## src/inc/flic_pkg.sv

```systemverilog
// Package of constants and types for the four-level interrupt controller.
// Contract
// - Six sources; each level is its high-register bit joined with its low-register bit.
// - High/low bits 00 level 0 lowest, 01 level 1, 10 level 2, 11 level 3.
// - Accept an enabled pending request when no equal or higher level is in service.
// - Requests at or below the level in service wait until that service completes.
// - A higher level preempts; nesting of up to four levels is tracked.
// - Same-level ties go ext0, timer0, ext1, timer1, serial, timer2.
// - Vectors are 03h, 0bh, 13h, 1bh, 23h and 2bh in polling order.
// - Vectoring clears edge-mode external flags and timer 0/1 flags, never serial or timer 2.
// - Enable register: bit 7 global, bit 6 reserved, bits 5..0 per source enables.
// - The high-priority register sits at special-function address b7h.
package flic_pkg;
   localparam int NUM_SRC = 6;
   localparam int NUM_LVL = 4;
   localparam logic [7:0] ADDR_ENABLE = 8'ha8;
   localparam logic [7:0] ADDR_PRIO_LOW = 8'hb8;
   localparam logic [7:0] ADDR_PRIO_HIGH = 8'hb7;
   localparam int BIT_GLOBAL_EN = 7;
   localparam int BIT_RESERVED = 6;
   localparam logic [7:0] RESET_ENABLE = 8'h00;
   localparam logic [7:0] RESET_PRIO = 8'h00;
   localparam logic [7:0] VEC_BASE = 8'h03;
   localparam logic [7:0] VEC_STEP = 8'h08;
   localparam int SRC_EXT0 = 0;
   localparam int SRC_TMR0 = 1;
   localparam int SRC_EXT1 = 2;
   localparam int SRC_TMR1 = 3;
   localparam int SRC_SER = 4;
   localparam int SRC_TMR2 = 5;
   typedef enum logic [1:0] {
      FLIC_IDLE = 2'b01,
      FLIC_ACK = 2'b10
   } flic_state_e;
endpackage : flic_pkg

```

## src/flic_sfr_bank.sv

```systemverilog
`timescale 1ns/1ps
// Special-function register bank holding enable and priority registers.
module flic_sfr_bank (
   input wire logic clk,
   input wire logic rstn,
   input wire logic sfr_wr,
   input wire logic sfr_rd,
   input wire logic [7:0] sfr_addr,
   input wire logic [7:0] sfr_wdata,
   output logic [7:0] sfr_rdata,
   output logic sfr_hit,
   output logic [7:0] interrupt_enable_reg,
   output logic [7:0] priority_low_reg,
   output logic [7:0] priority_high_reg
);
   logic [7:0] next_ie;
   logic [7:0] next_ipl;
   logic [7:0] next_iph;
   logic [7:0] next_rdata;
   logic next_hit;

   always_comb begin
      next_ie = interrupt_enable_reg;
      next_ipl = priority_low_reg;
      next_iph = priority_high_reg;
      next_rdata = sfr_rdata;
      next_hit = 1'b0;
      if (sfr_wr) begin
         case (sfr_addr)
            // The reserved bit is not implemented and always reads zero.
            flic_pkg::ADDR_ENABLE: next_ie = sfr_wdata & ~(8'h01 << flic_pkg::BIT_RESERVED);
            flic_pkg::ADDR_PRIO_LOW: next_ipl = {2'h0, sfr_wdata[5:0]};
            flic_pkg::ADDR_PRIO_HIGH: next_iph = {2'h0, sfr_wdata[5:0]};
            default: next_ie = interrupt_enable_reg;
         endcase
      end
      if (sfr_rd) begin
         next_hit = 1'b1;
         case (sfr_addr)
            flic_pkg::ADDR_ENABLE: next_rdata = interrupt_enable_reg;
            flic_pkg::ADDR_PRIO_LOW: next_rdata = priority_low_reg;
            flic_pkg::ADDR_PRIO_HIGH: next_rdata = priority_high_reg;
            default: begin
               next_rdata = 8'h00;
               next_hit = 1'b0;
            end
         endcase
      end
   end

   always_ff @(posedge clk) begin
      if (!rstn) begin
         interrupt_enable_reg <= flic_pkg::RESET_ENABLE;
         priority_low_reg <= flic_pkg::RESET_PRIO;
         priority_high_reg <= flic_pkg::RESET_PRIO;
         sfr_rdata <= 8'h00;
         sfr_hit <= 1'b0;
      end else begin
         interrupt_enable_reg <= next_ie;
         priority_low_reg <= next_ipl;
         priority_high_reg <= next_iph;
         sfr_rdata <= next_rdata;
         sfr_hit <= next_hit;
      end
   end
endmodule : flic_sfr_bank

```

## src/flic_top.sv

```systemverilog
`timescale 1ns/1ps
// Six-source, four-level nested interrupt controller facing the core.
module flic_top (
   input wire logic clk,
   input wire logic rstn,
   input wire logic sfr_wr,
   input wire logic sfr_rd,
   input wire logic [7:0] sfr_addr,
   input wire logic [7:0] sfr_wdata,
   output logic [7:0] sfr_rdata,
   output logic sfr_hit,
   input wire logic ext_int0_flag,
   input wire logic timer0_overflow_flag,
   input wire logic ext_int1_flag,
   input wire logic timer1_overflow_flag,
   input wire logic receive_done_flag,
   input wire logic transmit_done_flag,
   input wire logic timer2_overflow_flag,
   input wire logic timer2_external_flag,
   input wire logic ext_int0_edge_mode,
   input wire logic ext_int1_edge_mode,
   output logic irq_req,
   output logic [7:0] irq_vector,
   input wire logic irq_ack,
   input wire logic irq_return,
   output logic clr_ext_int0_flag,
   output logic clr_timer0_overflow_flag,
   output logic clr_ext_int1_flag,
   output logic clr_timer1_overflow_flag,
   output logic [3:0] in_service
);
   logic [7:0] interrupt_enable_reg;
   logic [7:0] priority_low_reg;
   logic [7:0] priority_high_reg;
   logic [5:0] pend;
   logic [1:0] lvl [6];
   logic found;
   logic [2:0] win_src;
   logic [1:0] win_lvl;
   flic_pkg::flic_state_e state;
   flic_pkg::flic_state_e next_state;
   logic [2:0] sel_src;
   logic [2:0] next_sel_src;
   logic [3:0] next_in_service;
   logic next_irq_req;
   logic [7:0] next_irq_vector;
   logic [3:0] next_clr;

   flic_sfr_bank u_bank (
      .clk(clk),
      .rstn(rstn),
      .sfr_wr(sfr_wr),
      .sfr_rd(sfr_rd),
      .sfr_addr(sfr_addr),
      .sfr_wdata(sfr_wdata),
      .sfr_rdata(sfr_rdata),
      .sfr_hit(sfr_hit),
      .interrupt_enable_reg(interrupt_enable_reg),
      .priority_low_reg(priority_low_reg),
      .priority_high_reg(priority_high_reg)
   );

   // Vector address of a source index in polling order.
   function automatic logic [7:0] vec_of(input logic [2:0] src);
      vec_of = flic_pkg::VEC_BASE + 8'(src) * flic_pkg::VEC_STEP;
   endfunction : vec_of

   // True when any level at or above lv is marked in service.
   function automatic logic blocked(input logic [3:0] isr, input logic [1:0] lv);
      blocked = (isr >> lv) != 4'h0;
   endfunction : blocked

   always_comb begin
      pend[flic_pkg::SRC_EXT0] = ext_int0_flag;
      pend[flic_pkg::SRC_TMR0] = timer0_overflow_flag;
      pend[flic_pkg::SRC_EXT1] = ext_int1_flag;
      pend[flic_pkg::SRC_TMR1] = timer1_overflow_flag;
      pend[flic_pkg::SRC_SER] = receive_done_flag | transmit_done_flag;
      pend[flic_pkg::SRC_TMR2] = timer2_overflow_flag | timer2_external_flag;
      pend = pend & interrupt_enable_reg[5:0]
         & {6{interrupt_enable_reg[flic_pkg::BIT_GLOBAL_EN]}};
      for (int i = 0; i < flic_pkg::NUM_SRC; i++) begin
         lvl[i] = {priority_high_reg[i], priority_low_reg[i]};
      end
   end

   // Highest level wins; within a level the lowest index wins because later
   // sources must strictly beat the current pick.
   always_comb begin
      found = 1'b0;
      win_src = 3'h0;
      win_lvl = 2'h0;
      for (int i = 0; i < flic_pkg::NUM_SRC; i++) begin
         if (pend[i] && (!found || lvl[i] > win_lvl)) begin
            found = 1'b1;
            win_src = 3'(i);
            win_lvl = lvl[i];
         end
      end
   end

   always_comb begin
      next_state = state;
      next_sel_src = sel_src;
      next_in_service = in_service;
      next_irq_req = 1'b0;
      next_irq_vector = irq_vector;
      next_clr = 4'h0;
      // Return retires the topmost level, and no new request is accepted in the same cycle.
      if (irq_return) begin
         if (in_service[3]) next_in_service[3] = 1'b0;
         else if (in_service[2]) next_in_service[2] = 1'b0;
         else if (in_service[1]) next_in_service[1] = 1'b0;
         else next_in_service[0] = 1'b0;
      end
      case (state)
         flic_pkg::FLIC_IDLE: begin
            if (found && !irq_return && !blocked(in_service, win_lvl)) begin
               next_state = flic_pkg::FLIC_ACK;
               next_sel_src = win_src;
               next_irq_req = 1'b1;
               next_irq_vector = vec_of(win_src);
            end
         end
         flic_pkg::FLIC_ACK: begin
            next_irq_req = 1'b1;
            // The core vectors only on acknowledge, so the level is marked then.
            if (irq_ack) begin
               next_irq_req = 1'b0;
               next_state = flic_pkg::FLIC_IDLE;
               next_in_service[lvl[sel_src]] = 1'b1;
               case (sel_src)
                  3'(flic_pkg::SRC_EXT0): next_clr[0] = ext_int0_edge_mode;
                  3'(flic_pkg::SRC_TMR0): next_clr[1] = 1'b1;
                  3'(flic_pkg::SRC_EXT1): next_clr[2] = ext_int1_edge_mode;
                  3'(flic_pkg::SRC_TMR1): next_clr[3] = 1'b1;
                  default: next_clr = 4'h0;
               endcase
            end
         end
         default: next_state = flic_pkg::FLIC_IDLE;
      endcase
   end

   always_ff @(posedge clk) begin
      if (!rstn) begin
         state <= flic_pkg::FLIC_IDLE;
         sel_src <= 3'h0;
         in_service <= 4'h0;
         irq_req <= 1'b0;
         irq_vector <= 8'h00;
         clr_ext_int0_flag <= 1'b0;
         clr_timer0_overflow_flag <= 1'b0;
         clr_ext_int1_flag <= 1'b0;
         clr_timer1_overflow_flag <= 1'b0;
      end else begin
         state <= next_state;
         sel_src <= next_sel_src;
         in_service <= next_in_service;
         irq_req <= next_irq_req;
         irq_vector <= next_irq_vector;
         clr_ext_int0_flag <= next_clr[0];
         clr_timer0_overflow_flag <= next_clr[1];
         clr_ext_int1_flag <= next_clr[2];
         clr_timer1_overflow_flag <= next_clr[3];
      end
   end
endmodule : flic_top

```

## config.mk

```make
export PLATFORM = sky130hd
export DESIGN_NAME = flic_top
export DESIGN_NICKNAME = d
export VERILOG_FILES = /design/src/inc/flic_pkg.sv /design/src/flic_sfr_bank.sv /design/src/flic_top.sv
export SDC_FILE = /design/constraint.sdc
export NUM_CORES = 1
export LEC_CHECK = 0
export BUFFER_PORTS_ARGS = -buffer_cell sky130_fd_sc_hd__buf_2
export CORE_UTILIZATION = 54
export DETAILED_ROUTE_END_ITERATION = 8
export GPL_TIMING_DRIVEN = 0
export PLACE_DENSITY_LB_ADDON = 0.12
export SYNTH_ARGS = -nofsm -noshare
export SYNTH_HDL_FRONTEND = slang
export SYNTH_SLANG_ARGS = --single-unit
```

## constraint.sdc

```tcl
create_clock -name clk -period 9.6 [get_ports clk]
set_input_delay 1.44 -clock clk [delete_from_list [all_inputs] [get_ports clk]]
set_output_delay 1.44 -clock clk [all_outputs]
set_load 0.005 [all_outputs]
```

; ---- Word-level counts from Yosys, hierarchy flattened
; Cells that the tools add are included.
[totals]
out_inout_bits = 26
register_bits = 50
wordCells = 110
[classes]
n_addsub = 1
bitwise = 6
eq_ne = 10
n_lt_le_gt_ge = 8
reduce_logical = 32
shifts = 1
muxes = 38
[ops]
columns = cell, count
row1 = equality test 8 bit (second input constant), 3
row2 = one-hot mux 8 bit (3 select lines), 1
row3 = two-way mux 2 bit, 11
row4 = two-way mux 3 bit, 5
row5 = two-way mux 1 bit, 14
row6 = bitwise AND 6 bit, 2
row7 = two-way mux 4 bit, 3
row8 = AND reduction 2 bit, 6
row9 = greater-than comparator 2 bit, 5
row10 = logical AND 1 bit, 8
row11 = AND reduction 4 bit, 2
row12 = adder 2 x 6 -> 7 bit (first input constant), 1
row13 = zero test 1 bit, 7
row14 = binary-select mux 2 bit (select 3 bit), 1
row15 = equality test 3 x 2 -> 1 bit (second input constant), 2
row16 = logical OR 1 bit, 5
row17 = >= comparator 4 bit (second input constant), 1
row18 = != test 2 bit (second input constant), 2
row19 = NOT 3 -> 4 bit, 1
row20 = OR 4 bit, 1
row21 = one-hot mux 2 bit (2 select lines), 1
row22 = nonzero test 4 bit, 1
row23 = >> shifter 4 x 2 -> 4 bit, 1
row24 = equality test 3 x 1 -> 1 bit (second input constant), 1
row25 = 10 further kinds, 11

; ---- Longest topological paths before layout
[logic_depth]
ltp_word = 30
depth_mapped = 36

; ---- By module
; A second synthesis with hierarchy kept.
[unflattened]
hier_cells = 282
area_unflattened_um2 = 2615.0
[modules_own_cells]
columns = module, seq_area_each_um2, n_inst, area_per_inst_um2, cells_per_inst
row1 = flic_top, 300.3, 1, 1385.1, 168
row2 = flic_sfr_bank, 540.5, 1, 1229.9, 114

; ---- Worst setup path before layout
; Ideal clock, no wire load.
[synth_path]
path_type = input to register
from = input ext_int0_flag
to = register state[1]
path_slack_ns = 2.003
cell_stages = 32
arrival_ns = 7.527
n_path_buf = 1
cell_sequence = and3_4 > buf_6 > nand2_1 > ha_1 > nor2b_1 > o21ai_2 > o211a_1 > nor2_1 > ha_1 > nor2b_1 > o21ai_0 > a21oi_1 > o31ai_1 > ha_1 > nor2b_1 > o21ai_0 > a21oi_2 > o31ai_4 > ha_1 > nand2_1 > o21ai_0 > a21oi_2 > mux2_2 > ha_1 > nor2b_1 > o21ai_0 > a21oi_1 > and3_1 > a31oi_1 > o2111ai_2 > a211oi_2 > o21bai_1
[synth_via]
elab_chain_cells = 29
word_cells_on_any_way = 41
[synth_lines]
columns = element, line
row1 = from (decl), flic_top.sv:12  ; input wire logic ext_int0_flag,
row2 = bitwise AND 6 bit (*), flic_top.sv:80  ; pend = pend & interrupt_enable_reg[5:0]
row3 = bitwise AND 6 bit (*), flic_top.sv:81  ; & {6{interrupt_enable_reg[flic_pkg::BIT_GLOBAL_EN]}};
row4 = two-way mux 2 bit or two-way mux 1 bit (tied branches), flic_top.sv:94  ; if (pend[i] && (!found || lvl[i] > win_lvl)) begin
row5 = greater-than comparator 2 bit or zero test 1 bit (tied branches), flic_top.sv:94
row6 = logical OR 1 bit, flic_top.sv:94
row7 = logical AND 1 bit, flic_top.sv:94
row8 = two-way mux 2 bit or two-way mux 1 bit (tied branches), flic_top.sv:94
row9 = greater-than comparator 2 bit or zero test 1 bit (tied branches), flic_top.sv:94
row10 = (+13 left out), -
row11 = logical AND 1 bit, flic_top.sv:94
row12 = two-way mux 2 bit, flic_top.sv:94
row13 = >> shifter 4 x 2 -> 4 bit, flic_top.sv:70  ; blocked = (isr >> lv) != 4'h0;
row14 = nonzero test 4 bit, flic_top.sv:70
row15 = zero test 1 bit, flic_top.sv:118  ; if (found && !irq_return && !blocked(in_service, win_lvl)) begin
row16 = logical AND 1 bit (*), flic_top.sv:118
row17 = != test 2 bit (no source line) (*), -
row18 = AND reduction 2 bit (no source line) (*), -
row19 = to (signal assigned), flic_top.sv:147  ; state <= flic_pkg::FLIC_IDLE;
row20 = to (signal assigned), flic_top.sv:157  ; state <= next_state;
row21 = to (decl), flic_top.sv:40  ; flic_pkg::flic_state_e state;
; Mark *: on every way between the ends. The rest lies on a longest branch, timed or not.
; A chain may end at the register's enable or synchronous reset.

; ---- Worst setup path in the final report
[layout_path]
from = input ext_int0_flag
to = register irq_req
[layout_via]
elab_chain_cells = 29
word_cells_on_any_way = 41
[layout_lines]
columns = element, line
row1 = bitwise AND 6 bit (*), flic_top.sv:80
row2 = bitwise AND 6 bit (*), flic_top.sv:81
row3 = two-way mux 2 bit or two-way mux 1 bit (tied branches), flic_top.sv:94
row4 = greater-than comparator 2 bit or zero test 1 bit (tied branches), flic_top.sv:94
row5 = logical OR 1 bit, flic_top.sv:94
row6 = logical AND 1 bit, flic_top.sv:94
row7 = two-way mux 2 bit or two-way mux 1 bit (tied branches), flic_top.sv:94
row8 = greater-than comparator 2 bit or zero test 1 bit (tied branches), flic_top.sv:94
row9 = (+13 left out), -
row10 = logical AND 1 bit, flic_top.sv:94
row11 = two-way mux 2 bit, flic_top.sv:94
row12 = >> shifter 4 x 2 -> 4 bit, flic_top.sv:70
row13 = nonzero test 4 bit, flic_top.sv:70
row14 = zero test 1 bit, flic_top.sv:118
row15 = logical AND 1 bit (*), flic_top.sv:118
row16 = two-way mux 1 bit (*), flic_top.sv:118
row17 = one-hot mux 1 bit (2 select lines) (*), flic_top.sv:116  ; case (state)
row18 = to (signal assigned), flic_top.sv:160  ; irq_req <= next_irq_req;
row19 = to (decl), flic_top.sv:22  ; output logic irq_req,
; Marks and branches as above.

==> flow_summary.yaml <==
timing:
  post-route-min-period_ps: 8270
  setup_violations: 0
  setup_slack_ps: 1330
  slew_viol_final: 0
  max_slew.worst_pin.slew_ps: 1070
  relSlewSlack: 0.278
  max_freq_mhz: 121
  timing.final.crit_share: 0.861
  finalHoldViolations: 0
  rsz0062_at_grt: "no"
  finalSetupTns_ps: 0
  skew_ps: 7.00
logic_synthesis:
  ys_seq_area_frac: 0.339
  async_reset_ff_frac: 0
  yosys_warnings: 0
  yosys_most_used_dff: "dfxtp_1"
  synthesis.area_um2: 2480
  synth_cell_types: 50
  synth.avg_cell_area_um2: 8.32
  synth_seq_cells: 42
  synth_cells: 298
  synth_edf_count: 0
critical_path:
  r2r_setup_slack_ps: 2070
  cp_common_cell: "ha_1"
  worst_setup_path_start_kind: "input port"
  r2r_end: "irq_req"
  crit_type: "in2reg"
  worst-path-max-fanout: 9
  reg2regPathDepth: 33
  end_kind: "register"
  crit_arrival_ps: 8460
  cp.required_ps: 9790
  path_buf_inv: 2
  critical-path-max-stage-delay_ps: 440
  rr_startpoint: "u_bank.interrupt_enable_reg[7]"
  cp_slowest_cell: "o31ai_1"
  cp_top_family: "compound AO/OA/AOI/OAI gates"
clock_network:
  postCtsSetupRepairBufs: 0
  clkLatencyLatePin_ps: 300
  cts_buffers: 5
  cts_max_level: 2
  clockRootBuffer: "clkbuf_8"
  cts_tree: "built"
  cts_buffer_depth: 2
  postCtsHoldBufs: 0
  cts_sinks: 42
  ctsResizeCount: 0
  cts.clk_slew.worst_paths_ps: 80
flow_run:
  drv_cap: 0
global_route:
  grt_start_max_net_pins: 14
  grtUsageTotal: 0.263
  antenna_found_initial: 0
  grt_overflow: 0
  grt_pass1_wl_um: 10200
  grt_pass1_vias: 2239
floorplan:
  start_util: 0.566
  fp.dieW_um: 69.8
  io_pins: 58
  die_y_um: 69.8
  num_rows: 24
  design.die.area_um2: 4870
  coreArea_um2: 4380
pwr:
  ir_drop_v: 0.000110
  seq_power_share: 0.531
  p_clk_frac: 0.418
  p_int_uw: 258
  p_comb_frac: 0.051
  p_leak_nw: 1.22
  p_sw_frac: 0.214
  power_density_nw_per_um2: 113
  power_switching_uw: 70.4
min_path:
  hold_path_end: "u_bank.sfr_rdata[0]"
  hp-start: "u_bank.sfr_rdata[0]"
  hp-class: "reg2reg"
  min_path_cells: 2
place:
  gp_congestion: 0.879
  post-dp-hpwl_um: 4640
  pre_cts_ws_ps: 1130
  io_buffers: 50
drt:
  drtIter0Drc: 99
  num_vias: 2292
  drt-pass1-iter-count: 4
  final_antenna_net_count: 0
  route.detailed.drc: 0
  routedWlPerCell_um: 14.5
  drt-total-wl_um: 5970
  drt-vias-per-instance: 5.58
layout:
  syn2layout_area_growth_pct: 17.6
  mostFrequentLayoutCells: "51 x buf_2, 42 x dfxtp_1, 39 x nor2_1"
  drive_gt1_frac: 0.234
  n_antenna_cell: 0
  final_common_cell: "buf_2"
  nets: 402
outcome:
  status: "complete, no violations"
[layer usage]
| layer | vias up | GRT usage | part of all wire |
|---|---|---|---|
| li1 | 1167 | - | - |
| met1 | 1052 | 0.349 | 0.48 |
| met2 | 66 | 0.435 | 0.46 |
| met3 | 7 | 0.0465 | 0.051 |
| met4 | 0 | 0.0778 | 0.0099 |
| met5 | - | 0 | 0 |
[tightest hold or removal path, cell delays in order (launching register included)]
cell and delay, ps:
dfxtp_1 330, nand2_1 40, o21ai_0 50
[worst max path at each step]
stage	from	end	slack, ps	depth (start not counted)
2_1_floorplan	ext_int0_flag	state[1]	2000	32
3_3_place_gp	ext_int0_flag	irq_req	1290	33
3_5_place_dp	ext_int0_flag	irq_req	1130	33
4_1_cts	ext_int0_flag	irq_req	1450	33
5_1_grt	ext_int0_flag	irq_req	740	33
6_report	ext_int0_flag	irq_req	1330	33
[cell usage after synthesis (3+ instances only)]
master / count / area share
o21a_1: 3 / 0.0091
a21oi_1: 25 / 0.050
o211ai_1: 7 / 0.021
buf_4: 6 / 0.018
nor2_1: 39 / 0.059
nand2_1: 35 / 0.053
clkbuf_1: 6 / 0.0091
o211a_1: 3 / 0.012
nor2b_1: 6 / 0.015
dfxtp_1: 42 / 0.34
nand3_1: 10 / 0.020
inv_1: 13 / 0.020
ha_1: 12 / 0.061
mux2i_1: 24 / 0.097
and3_1: 4 / 0.010
o21ai_0: 17 / 0.034
[power groups by stage]
stage               Combinational (mW)  Sequential, mW  Clock, mW
floorplan                      0.00760           0.178          0
global placement                0.0164           0.178          0
detailed placement              0.0167           0.178          0
CTS                             0.0168           0.174      0.139
global route                    0.0186           0.174      0.145
finish                          0.0168           0.174      0.137
[area by class of cell]
type	instances	area, um2
well taps	52	65.1
clock inverters	3	40.0
flip-flops and latches	42	841
repair buffers	50	250
inverters	15	56.3
plain buffers	15	95.1
multi-input cells	229	1500
clock buffers	5	68.8
fillers	377	1470
[metrics by stage]
| step | std cells | utilization | total power, mW | hold slack [ps] | area, um2 |
|---|---|---|---|---|---|
| after floorplan | 301 | - | 0.186 | 449 | 2490 |
| after global placement | 403 | 0.640 | 0.195 | 432 | 2810 |
| after detailed placement | 403 | 0.640 | 0.195 | 442 | 2810 |
| after CTS | 411 | 0.665 | 0.330 | 459 | 2920 |
| after global routing | 411 | 0.665 | 0.338 | 483 | 2920 |
| final | 411 | 0.665 | 0.328 | 452 | 2920 |
[logic make-up after synthesis]
family	share of synthesized area
compound gates	0.206
fa+ha+maj	0.0605
buf+inv	0.0610
flops	0.339
mux	0.124
other cells	0.00151
simple gates	0.208
(Power assumes the default switching activity.)
